File: config.mk
export PLATFORM = sky130hd
export DESIGN_NAME = tatr_regs
export DESIGN_NICKNAME = d
export VERILOG_FILES = /design/src/tatr_pkg.sv /design/src/tatr_regs.sv
export SDC_FILE = /design/constraint.sdc
export NUM_CORES = 1
export LEC_CHECK = 0
export BUFFER_PORTS_ARGS = -buffer_cell sky130_fd_sc_hd__buf_2
export CORE_MARGIN = 5
export CORE_UTILIZATION = 52
export CTS_BUF_LIST = sky130_fd_sc_hd__clkbuf_16
export DETAILED_ROUTE_END_ITERATION = 8
export HOLD_SLACK_MARGIN = 0.1
export PLACE_DENSITY = 0.86
export SETUP_SLACK_MARGIN = 0.05
export SLEW_MARGIN = 25
export SYNTH_ARGS = -nofsm -noshare
export SYNTH_HDL_FRONTEND = slang
export SYNTH_SLANG_ARGS = --single-unit
File: constraint.sdc
create_clock -name aclk -period 3.6 [get_ports aclk]
set_input_delay 0.54 -clock aclk [delete_from_list [all_inputs] [get_ports aclk]]
set_output_delay 0.54 -clock aclk [all_outputs]
set_load 0.005 [all_outputs]
File: src/tatr_pkg.sv
package tatr_pkg;

	// printed offsets are register indices; byte address is four times the index
	localparam logic [7:0] IDX_STATUS    = 8'h02;
	localparam logic [7:0] IDX_CONFIG    = 8'h03;
	localparam logic [7:0] IDX_ENABLE    = 8'h04;
	localparam logic [7:0] IDX_LOWER     = 8'h05;
	localparam logic [7:0] IDX_UPPER     = 8'h06;
	localparam logic [7:0] IDX_HYST      = 8'h07;
	localparam logic [7:0] ADDR_STATUS   = 8'(IDX_STATUS * 4);
	localparam logic [7:0] ADDR_CONFIG   = 8'(IDX_CONFIG * 4);
	localparam logic [7:0] ADDR_ENABLE   = 8'(IDX_ENABLE * 4);
	localparam logic [7:0] ADDR_LOWER    = 8'(IDX_LOWER * 4);
	localparam logic [7:0] ADDR_UPPER    = 8'(IDX_UPPER * 4);
	localparam logic [7:0] ADDR_HYST     = 8'(IDX_HYST * 4);

	// event source bit positions, shared by enable and status registers
	localparam int SRC_READY = 0;
	localparam int SRC_LOWER = 1;
	localparam int SRC_UPPER = 2;
	localparam int SRC_SLEW  = 3;
	localparam int SRC_CRC   = 4;
	localparam int NUM_SRC   = 5;

	// live state bits in the status register
	localparam int ST_LOWER_STATE = 8;
	localparam int ST_UPPER_STATE = 9;
	localparam int ST_SLEW_STATE  = 10;

	localparam int CFG_MODE_BIT   = 5;
	localparam int THR_LSB        = 2;
	localparam int HYST_SHIFT     = 4;   // 0.5 degC / 0.03125 degC

	localparam logic [4:0]  RST_ENABLE = 5'h16;
	localparam logic [15:0] RST_LOWER  = 16'hf380;
	localparam logic [15:0] RST_UPPER  = 16'h2a80;
	localparam logic [15:0] RST_HYST   = 16'h0a0a;

	localparam logic [1:0] RESP_OKAY   = 2'h0;
	localparam logic [1:0] RESP_SLVERR = 2'h2;

	typedef struct packed {
		logic        awvalid;
		logic [7:0]  awaddr;
		logic        wvalid;
		logic [31:0] wdata;
		logic [3:0]  wstrb;
		logic        bready;
		logic        arvalid;
		logic [7:0]  araddr;
		logic        rready;
	} tatr_axi_req_t;

	typedef struct packed {
		logic        awready;
		logic        wready;
		logic        bvalid;
		logic [1:0]  bresp;
		logic        arready;
		logic        rvalid;
		logic [31:0] rdata;
		logic [1:0]  rresp;
	} tatr_axi_rsp_t;

	typedef struct packed {
		logic        valid;
		logic [13:0] temp;
		logic        crc_err;
		logic        slew_evt;
		logic        slew_state;
	} tatr_conv_t;

endpackage

File: src/tatr_regs.sv
// Overview of operation
// RQ1 - disabled source never drives the alert
// RQ2 - enabled source asserts alert when flag sets
// RQ3 - flags set regardless of enable bits
// RQ4 - alert held after disable until status read/conversion
// RQ5 - enable bit 4 gates checksum flag, reset 1
// RQ6 - enable bit 3 gates slew, reset 0
// RQ7 - enable bit 2 gates upper source, reset 1
// RQ8 - enable bit 1 gates lower source, reset 1
// RQ9 - enable bit 0 gates fresh-sample flag, reset 0
// RQ10 - lower limit 14-bit signed in bits 15:2
// RQ11 - lower limit resets to f380
// RQ12 - upper limit 14-bit signed, resets to 2a80
// RQ13 - limits ignored unless upper above lower
// RQ14 - limit bits 1:0 read zero
// RQ15 - upper hysteresis byte 15:8, reset 0a
// RQ16 - lower hysteresis byte 7:0, reset 0a
// RQ17 - upper release is upper minus hysteresis
// RQ18 - lower release is lower plus hysteresis
// RQ19 - config bit 5 selects comparator mode
// RQ20 - status read clears flags, releasing alert
// RQ21 - hysteresis scaled by sixteen before use
//
// The AXI4-Lite interface to the registers is this design's own decision.
`timescale 1ns/1ns
`default_nettype none

module tatr_regs (
	input  wire logic                   aclk,
	input  wire logic                   aresetn,
	input  wire tatr_pkg::tatr_axi_req_t axi_req,
	output var  tatr_pkg::tatr_axi_rsp_t axi_rsp,
	input  wire tatr_pkg::tatr_conv_t    conv,
	output var  logic                    alert_out,
	output var  logic                    alert_oe
);
	import tatr_pkg::*;

	typedef struct packed {
		tatr_axi_rsp_t rsp;
		logic [7:0]    aw_addr;
		logic [31:0]   w_data;
		logic [3:0]    w_strb;
		logic [4:0]    enable;
		logic [13:0]   lower;
		logic [13:0]   upper;
		logic [15:0]   hyst;
		logic          cmp_mode;
		logic [4:0]    flags;
		logic          upper_cross_state;
		logic          lower_state;
		logic          hold;
		logic          alert;
		logic          pin_lvl;
	} tatr_state_t;

	localparam tatr_state_t RST_STATE = '{
		rsp:               '{awready: 1'b1, wready: 1'b1, arready: 1'b1, default: '0},
		aw_addr:           8'h00,
		w_data:            32'h0000_0000,
		w_strb:            4'h0,
		enable:            RST_ENABLE,                  // see RQ5
		lower:             RST_LOWER[15:THR_LSB],       // see RQ11
		upper:             RST_UPPER[15:THR_LSB],       // see RQ12
		hyst:              RST_HYST,                    // see RQ15
		cmp_mode:          1'b0,
		flags:             5'h00,
		upper_cross_state: 1'b0,
		lower_state:       1'b0,
		hold:              1'b0,
		alert:             1'b0,
		pin_lvl:           1'b0
	};

	tatr_state_t s_q;
	tatr_state_t s_d;

	// signed working width: one guard bit above the 14-bit limits
	logic signed [14:0] temp_w;
	logic signed [14:0] upper_w;
	logic signed [14:0] lower_w;
	logic signed [14:0] upper_release;
	logic signed [14:0] lower_release;
	logic               limits_valid;
	logic [4:0]         alert_src;
	logic               status_rd;

	always_comb begin
		temp_w        = {conv.temp[13], conv.temp};
		upper_w       = {s_q.upper[13], s_q.upper};
		lower_w       = {s_q.lower[13], s_q.lower};
		upper_release = upper_w - $signed({3'b000, s_q.hyst[15:8], 4'h0}); // see RQ17, RQ21
		lower_release = lower_w + $signed({3'b000, s_q.hyst[7:0], 4'h0});  // see RQ18, RQ21
		limits_valid  = upper_w > lower_w;                                 // see RQ13
	end

	function automatic logic [31:0] read_mux(input tatr_state_t s, input logic [7:0] a);
		logic [31:0] v;
		v = 32'h0000_0000;
		case (a)
			ADDR_STATUS: begin
				v[NUM_SRC-1:0]  = s.flags;
				v[ST_LOWER_STATE] = s.lower_state;
				v[ST_UPPER_STATE] = s.upper_cross_state;
				v[ST_SLEW_STATE]  = conv.slew_state;
			end
			ADDR_CONFIG: v[CFG_MODE_BIT] = s.cmp_mode;
			ADDR_ENABLE: v[NUM_SRC-1:0] = s.enable;
			ADDR_LOWER:  v[15:THR_LSB]  = s.lower;                         // see RQ10, RQ14
			ADDR_UPPER:  v[15:THR_LSB]  = s.upper;                         // see RQ12, RQ14
			ADDR_HYST:   v[15:0]        = s.hyst;                          // see RQ15, RQ16
			default:     v = 32'h0000_0000;
		endcase
		return v;
	endfunction

	function automatic logic addr_known(input logic [7:0] a);
		return (a == ADDR_STATUS) || (a == ADDR_CONFIG) || (a == ADDR_ENABLE) ||
			(a == ADDR_LOWER) || (a == ADDR_UPPER) || (a == ADDR_HYST);
	endfunction

	always_comb begin
		s_d       = s_q;
		status_rd = 1'b0;
		alert_src = 5'h00;

		// write address and data are taken independently, in either order
		if (axi_req.awvalid && s_q.rsp.awready) begin
			s_d.rsp.awready = 1'b0;
			s_d.aw_addr     = axi_req.awaddr;
		end
		if (axi_req.wvalid && s_q.rsp.wready) begin
			s_d.rsp.wready = 1'b0;
			s_d.w_data     = axi_req.wdata;
			s_d.w_strb     = axi_req.wstrb;
		end

		// both halves held: commit the write and answer
		if (!s_q.rsp.awready && !s_q.rsp.wready && !s_q.rsp.bvalid) begin
			s_d.rsp.bvalid = 1'b1;
			s_d.rsp.bresp  = addr_known(s_q.aw_addr) ? RESP_OKAY : RESP_SLVERR;
			case (s_q.aw_addr)
				ADDR_CONFIG: begin
					if (s_q.w_strb[0]) begin
						s_d.cmp_mode = s_q.w_data[CFG_MODE_BIT];      // see RQ19
					end
				end
				ADDR_ENABLE: begin
					if (s_q.w_strb[0]) begin
						s_d.enable = s_q.w_data[NUM_SRC-1:0];
					end
				end
				ADDR_LOWER: begin
					if (s_q.w_strb[1]) begin
						s_d.lower[13:6] = s_q.w_data[15:8];           // see RQ10
					end
					if (s_q.w_strb[0]) begin
						s_d.lower[5:0] = s_q.w_data[7:THR_LSB];       // see RQ14
					end
				end
				ADDR_UPPER: begin
					if (s_q.w_strb[1]) begin
						s_d.upper[13:6] = s_q.w_data[15:8];           // see RQ12
					end
					if (s_q.w_strb[0]) begin
						s_d.upper[5:0] = s_q.w_data[7:THR_LSB];       // see RQ14
					end
				end
				ADDR_HYST: begin
					if (s_q.w_strb[1]) begin
						s_d.hyst[15:8] = s_q.w_data[15:8];            // see RQ15
					end
					if (s_q.w_strb[0]) begin
						s_d.hyst[7:0] = s_q.w_data[7:0];              // see RQ16
					end
				end
				default: begin
				end
			endcase
		end
		if (s_q.rsp.bvalid && axi_req.bready) begin
			s_d.rsp.bvalid  = 1'b0;
			s_d.rsp.awready = 1'b1;
			s_d.rsp.wready  = 1'b1;
		end

		// read: data is captured at the address handshake
		if (axi_req.arvalid && s_q.rsp.arready) begin
			s_d.rsp.arready = 1'b0;
			s_d.rsp.rvalid  = 1'b1;
			s_d.rsp.rdata   = read_mux(s_q, axi_req.araddr);
			s_d.rsp.rresp   = addr_known(axi_req.araddr) ? RESP_OKAY : RESP_SLVERR;
			status_rd       = axi_req.araddr == ADDR_STATUS;
		end
		if (s_q.rsp.rvalid && axi_req.rready) begin
			s_d.rsp.rvalid  = 1'b0;
			s_d.rsp.arready = 1'b1;
		end

		// clear first so an event in the same cycle is kept
		if (status_rd) begin
			s_d.flags = 5'h00;                                        // see RQ20
		end

		// flags set whatever the enables say
		if (conv.crc_err) begin
			s_d.flags[SRC_CRC] = 1'b1;                                // see RQ3
		end
		if (conv.slew_evt) begin
			s_d.flags[SRC_SLEW] = 1'b1;                               // see RQ3
		end
		if (conv.valid) begin
			s_d.flags[SRC_READY] = 1'b1;                              // see RQ3
			if (limits_valid) begin                                   // see RQ13
				if (!s_q.upper_cross_state && temp_w > upper_w) begin
					s_d.upper_cross_state    = 1'b1;
					s_d.flags[SRC_UPPER] = 1'b1;
				end else if (s_q.upper_cross_state && temp_w < upper_release) begin
					s_d.upper_cross_state    = 1'b0;                  // see RQ17
					s_d.flags[SRC_UPPER] = 1'b1;
				end
				if (!s_q.lower_state && temp_w < lower_w) begin
					s_d.lower_state          = 1'b1;
					s_d.flags[SRC_LOWER] = 1'b1;
				end else if (s_q.lower_state && temp_w > lower_release) begin
					s_d.lower_state          = 1'b0;                  // see RQ18
					s_d.flags[SRC_LOWER] = 1'b1;
				end
			end
		end

		// comparator mode swaps live states in for the latched flags
		alert_src = s_d.flags;
		if (s_d.cmp_mode) begin                                       // see RQ19
			alert_src[SRC_SLEW]  = conv.slew_state;                   // see RQ6
			alert_src[SRC_UPPER] = s_d.upper_cross_state;             // see RQ7
			alert_src[SRC_LOWER] = s_d.lower_state;                   // see RQ8
		end

		// an active alert survives a disable until read or next sample
		if (status_rd || conv.valid) begin
			s_d.hold = 1'b0;                                          // see RQ4
		end
		if (s_q.alert && |(s_q.enable & ~s_d.enable)) begin
			s_d.hold = 1'b1;                                          // see RQ4
		end

		// each source reaches the pin through its own enable bit, or through hold after a disable
		s_d.alert = |(alert_src & s_d.enable) || s_d.hold;            // see RQ1, RQ2, RQ5, RQ9
	end

	always_ff @(posedge aclk) begin
		if (!aresetn) begin
			s_q <= RST_STATE;
		end else begin
			s_q <= s_d;
		end
	end

	// open drain: the pin is only ever pulled low
	always_comb begin
		axi_rsp   = s_q.rsp;
		alert_out = s_q.pin_lvl;
		alert_oe  = s_q.alert;
	end

endmodule

`default_nettype wire

### Word level (Yosys, flattened, before mapping)

Cells that the tools add are included.
Widths: inputs -> output; s select.

* register bits: 110
* latch bits: 0
* memory bits (writable): 0
* bits in read-only memories: 0
* input port bits: 77
* output and inout bits: 43
* logic and storage cells: 126
* memories: 0

* add/sub/neg operators: 2
* $mul: 0
* div/mod/pow operators: 0
* order comparisons: 5
* eq/ne operators: 12
* shift operators: 0
* multiplexer cells: 40
* bitwise operators: 4
* reductions and logical operators: 39

Operators by type and width (number)
* $eq 8x5->1 const B: 8
* $mux 50: 1
* $eq 8x4->1 const B: 4
* $mux 8: 4
* $gt 14x14->1: 2
* $mux 14: 2
* $mux 5: 4
* $reduce_and 3->1: 6
* $mux 16: 1
* $add 14x13->15: 1
* $gt 14x15->1: 1
* $lt 14x15->1: 1
* $mux 1: 15
* $pmux 3 s5: 1
* $pmux 5 s3: 1
* $sub 14x13->15: 1
* $lt 14x14->1: 1
* $logic_and 1x1->1: 12
* $logic_or 1x1->1: 12
* $mux 6: 2
* $pmux 2 s3: 2
* $pmux 3 s4: 1
* $and 5x5->5: 2
* $reduce_or 5->1: 2
* 7 further kinds: 15

### Logic depth before layout (Yosys ltp)

* depth in word-level cells: 11
* mapped depth: 21
* mapped depth without buffers: 21

### Worst setup path after synthesis

No wires, ideal clock.

* kind: register to register
* start: register s_q[11] (netlist name)
* end: register s_q, in the netlist alert_oe
* library setup time: 120 ps
* arrival time: 3655 ps
* data required time: 3480 ps
* path slack: -175 ps
* cell stages (with the launch flop): 20
* buffers on the path: 0
* period minus slack after synthesis: 3775 ps
* cell sequence: dfxtp_1 > ha_1 > fa_1 > a21o_1 > a21oi_1 > o21bai_1 > a21oi_1 > nor2b_1 > o21ai_0 > nand2b_1 > xnor2_1 > ha_1 > a21o_1 > a2111oi_0 > o211ai_1 > o21bai_1 > nor3_1 > a31oi_1 > a311oi_1 > a211o_1

* cells in the longest elaborated chain, start to end: 11
* elaborated cells between the ends (all ways): 14

RTL lines
* start: declaration: RTL line tatr_regs.sv:75 `tatr_state_t s_q;`
* start signal: assignment: RTL line tatr_regs.sv:254 `s_q <= RST_STATE;`
* start signal: assignment: RTL line tatr_regs.sv:256 `s_q <= s_d;`
* $add 14x13->15 (*): RTL line tatr_regs.sv:93 `lower_release = lower_w + $signed({3'b000, s_q.hyst[7:0], 4'h0});`
* $gt 14x15->1 (*): RTL line tatr_regs.sv:225 `end else if (s_q.lower_state && temp_w > lower_release) begin`
* $logic_and 1x1->1 (*): RTL line tatr_regs.sv:225
* $mux 1: RTL line tatr_regs.sv:225
* $mux 1: RTL line tatr_regs.sv:222 `if (!s_q.lower_state && temp_w < lower_w) begin`
* $mux 2: RTL line tatr_regs.sv:214 `if (limits_valid) begin`
* $mux 5 (*): RTL line tatr_regs.sv:212 `if (conv.valid) begin`
* $mux 3 (*): RTL line tatr_regs.sv:234 `if (s_d.cmp_mode) begin`
* $and 5x5->5 (*): RTL line tatr_regs.sv:249 `s_d.alert = |(alert_src & s_d.enable) || s_d.hold;`
* $reduce_or 5->1 (*): RTL line tatr_regs.sv:249
* $logic_or 1x1->1 (*): RTL line tatr_regs.sv:249

Every way passes the cells marked *; elsewhere a longest branch is shown, timed or not.
A chain may end at the register's enable or synchronous reset.

### Final worst setup path

Ends and elaborated chain as after synthesis.

==> flow_metrics.env <==
export IMPL_clockPowerShare_pct=40.6
export IMPL_syn_to_final_growth_pct=13.6
export IMPL_coreArea_mm2=0.0131
export IMPL_fin_cells=1104
export IMPL_switching_share_pct=24.7
export IMPL_drive_above_1_share_pct=18.2
export IMPL_syn_area_mm2=0.00693
export IMPL_ys_warn_count=0
export IMPL_avgSynthCellArea_um2=8.16
export IMPL_p_int_mw=1.94
export IMPL_grt_pass1_vias=5954
export IMPL_cp_data_arrival_time_ps=3950
export IMPL_p_per_area_mw_per_mm2=328
export IMPL_nFillCells=1194
export IMPL_cts_clk_slew_worst_paths_ps=70
export IMPL_status="finished, violations left"
export IMPL_tightest_slew_ps=1030
export IMPL_multi_input_area_mm2=0.00427
export IMPL_port_buffers=82
export IMPL_wirelength_mm=18.4
export IMPL_htreeDepth=3
export IMPL_ir_drop_mv=0.228
export IMPL_cts_tree="yes"
export IMPL_synth_cells=849
export IMPL_die_width_um=125
export IMPL_synthFlopType="dfxtp_1"
export IMPL_grt_max_degree=61
export IMPL_fin_nets=1082
export IMPL_critPathRequiredTime_ps=3840
export IMPL_violations="setup timing"
export IMPL_switching_power_mw=0.638
export IMPL_vias_per_cell=5.71
export IMPL_power_leakage_nw=3.62
export IMPL_overflow=0
export IMPL_grt_usage_pct=23.1
export IMPL_end_kind="flip-flop"
export IMPL_dp_slack_ps=-309
export IMPL_gp_congestion=0.963
export IMPL_die_area_mm2=0.0157
export IMPL_clock_path_buffers=2
export IMPL_finalCritPeriodShare_pct=103
export IMPL_tns_ps=-108
export IMPL_drcViolationCount=0
export IMPL_num_antenna_cells=0
export IMPL_num_rows=42
export IMPL_antenna_found_initial=0
export IMPL_grt_first_pass_wirelength_mm=29.8
export IMPL_min_from="conv[2]"
export IMPL_drt_initial_drc_count=482
export IMPL_fin_util_pct=60.0
export IMPL_sequentialPowerShare_pct=48.7
export IMPL_synthArstFlopShare_pct=0
export IMPL_slew_viol_final=0
export IMPL_skew_ps=5.67
export IMPL_cts_buffers=9
export IMPL_die_h_um=125
export IMPL_setup_ws_ps=-108
export IMPL_root_buffer="clkbuf_16"
export IMPL_max_freq_mhz=270
export IMPL_finalSetupViolations=1
export IMPL_crit_fanout=3
export IMPL_layout_min_cycle_time_ps=3710
export IMPL_vias=6301
export IMPL_boundaryPins=120
export IMPL_cts_sinks=108
export IMPL_reg2reg_from="s_q[11]"
export IMPL_synth_edf_count=0
export IMPL_crit_start="s_q[11]"
export IMPL_ant_nets=0
export IMPL_p_total_mw=2.58
export IMPL_rsz0062_at_grt="yes"
export IMPL_maxSlewHeadroom_pct=30.8
export IMPL_seqCellArea_mm2=0.00217
export IMPL_seq_area_frac_synth_pct=31.2
export IMPL_dp_cells=1085
export IMPL_ys_ff_latch=108
export IMPL_cp_start_kind="flip-flop"
export IMPL_dr_pass1_iters=5
export IMPL_start_util_pct=52.8
export IMPL_pwr_share_comb_pct=10.7
export IMPL_worst_setup_path_type="flip-flop to flip-flop"
export IMPL_hold_viol=0
export IMPL_holdCritPathClass="input pin to flip-flop"
export IMPL_netlist_cell_type_count=63
export IMPL_clock_latency_ps=350
export IMPL_dp_hpwl_mm=14.3
export IMPL_wl_per_cell_um=16.6
export IMPL_maxCapViolCount=0
-- cells in the final DEF (no fill, tap or decap), types with 4 or more instances in the layout --
| master | n |
|---|---|
| dfxtp_1 | 104 |
| nand2_1 | 101 |
| nor2_1 | 82 |
| buf_2 | 82 |
| ha_1 | 77 |
| a21oi_1 | 65 |
| inv_1 | 60 |
| mux2i_1 | 38 |
| buf_4 | 34 |
| nand3_1 | 29 |
| o21ai_0 | 23 |
| conb_1 | 19 |
| o211ai_1 | 17 |
| a22oi_1 | 17 |
| nand4_1 | 13 |
| xnor2_1 | 9 |
| clkbuf_16 | 9 |
| nor2b_1 | 8 |
| o21ai_1 | 8 |
| a21o_1 | 7 |
| a21oi_2 | 7 |
| nand2b_1 | 7 |
| o21bai_1 | 5 |
| and2_1 | 5 |
| o22ai_1 | 5 |
| and3_1 | 5 |
| nor3_1 | 4 |
| nand3b_1 | 4 |
| a211oi_1 | 4 |
| a22o_1 | 4 |
-- per-stage QoR --
step | cell area [um2] | hold WS, ps
CTS | 7810 | 405
finish | 7880 | 415
global placement | 7440 | 439
global route | 7880 | 429
detailed placement | 7440 | 444
floorplan | 7010 | 432
-- area by class of cell --
class | count | area share [%]
multi-input cells | 625 | 54.2
flip-flops and latches | 108 | 27.5
repair buffers | 116 | 8.45
inverters | 63 | 3.00
clock buffers | 9 | 2.86
well taps | 176 | 2.80
clock inverters | 7 | 1.14
-- path summary, 6_finish.rpt --
check,slack [ps],endpoint,cells after the start
worst min-delay path,420,s_q[9],3
worst max-delay path,-110,alert_oe,19
worst max register to register,-110,alert_oe,19
worst min register to register,450,axi_rsp[3],2
-- per-layer routing --
| layer | wire [um] | GRT usage, % | vias to the layer above |
|---|---|---|---|
| li1 | - | - | 3064 |
| met3 | 1510 | 5.25 | 51 |
| met2 | 8230 | 36.5 | 263 |
| met4 | 670 | 9.50 | 0 |
| met5 | 0 | 0 | - |
| met1 | 7950 | 30.4 | 2923 |
-- state kept, by name, indices dropped and copies added (netlist names) --
| register | flops |
|---|---|
| alert_oe | 1 |
| axi_rsp | 23 |
| lower_w | 14 |
| s_q | 70 |
-- repair_timing --
action / 4_1_cts / 5_1_grt
hold buffers: 0 / 0
setup buffers: 2 / 1
setup endpoints to repair: 2 / 5
gates resized for setup: 12 / 20
gates cloned: 0 / 0
endpoints found under the hold margin: 0 / 0
pin swaps: 15 / 23
-- Yosys cell counts, types with 7 or more instances --
| master | number | area [um2] |
|---|---|---|
| nand4_1 | 13 | 81.3 |
| nand3_1 | 29 | 145 |
| mux2i_1 | 38 | 380 |
| a22oi_1 | 17 | 128 |
| nor2_1 | 83 | 312 |
| nand2_1 | 101 | 379 |
| dfxtp_1 | 108 | 2160 |
| nand2b_1 | 7 | 43.8 |
| ha_1 | 80 | 1000 |
| xnor2_1 | 10 | 87.6 |
| inv_1 | 62 | 233 |
| a21oi_1 | 72 | 360 |
| clkbuf_1 | 24 | 90.1 |
| buf_4 | 42 | 315 |
| nor2b_1 | 8 | 50.1 |
| o211ai_1 | 17 | 128 |
| a21o_1 | 7 | 52.6 |
| o21ai_0 | 32 | 160 |
-- power by group through the flow --
stage | Combinational, mW | Sequential (mW) | Clock [mW]
final | 0.277 | 1.26 | 1.05
after global routing | 0.310 | 1.26 | 1.11
after CTS | 0.272 | 1.26 | 1.07
after detailed placement | 0.267 | 1.28 | 0
after global placement | 0.261 | 1.28 | 0
after floorplan | 0.197 | 1.27 | 0
-- critical path: stages (launching register included) --
cell       delay, ps
dfxtp_2          340
ha_4             160
fa_2             330
a21o_1           170
a21oi_2          150
o21bai_1          90
a21oi_2          150
nor2b_1           60
o21ai_1          110
nand2b_1         110
xnor2_2          150
ha_1             310
a21o_1           180
a2111oi_2        310
o211ai_1         160
o21bai_1         220
nor3_2            80
a31oi_1          160
a311oi_1         100
a211o_1          260
-- logic make-up after synthesis --
group / Yosys count / synth area share (%)
and+or+nand+nor: 278 / 18.4
AOI/OAI and AO/OA: 189 / 17.1
buffers and inverters: 134 / 9.64
DFF: 108 / 31.2
adders and majority gates: 82 / 15.0
muxes: 44 / 6.95
xor gates and xnor gates: 13 / 1.64
other: 1 / 0.0541
Power figures use the tool's default switching activity.
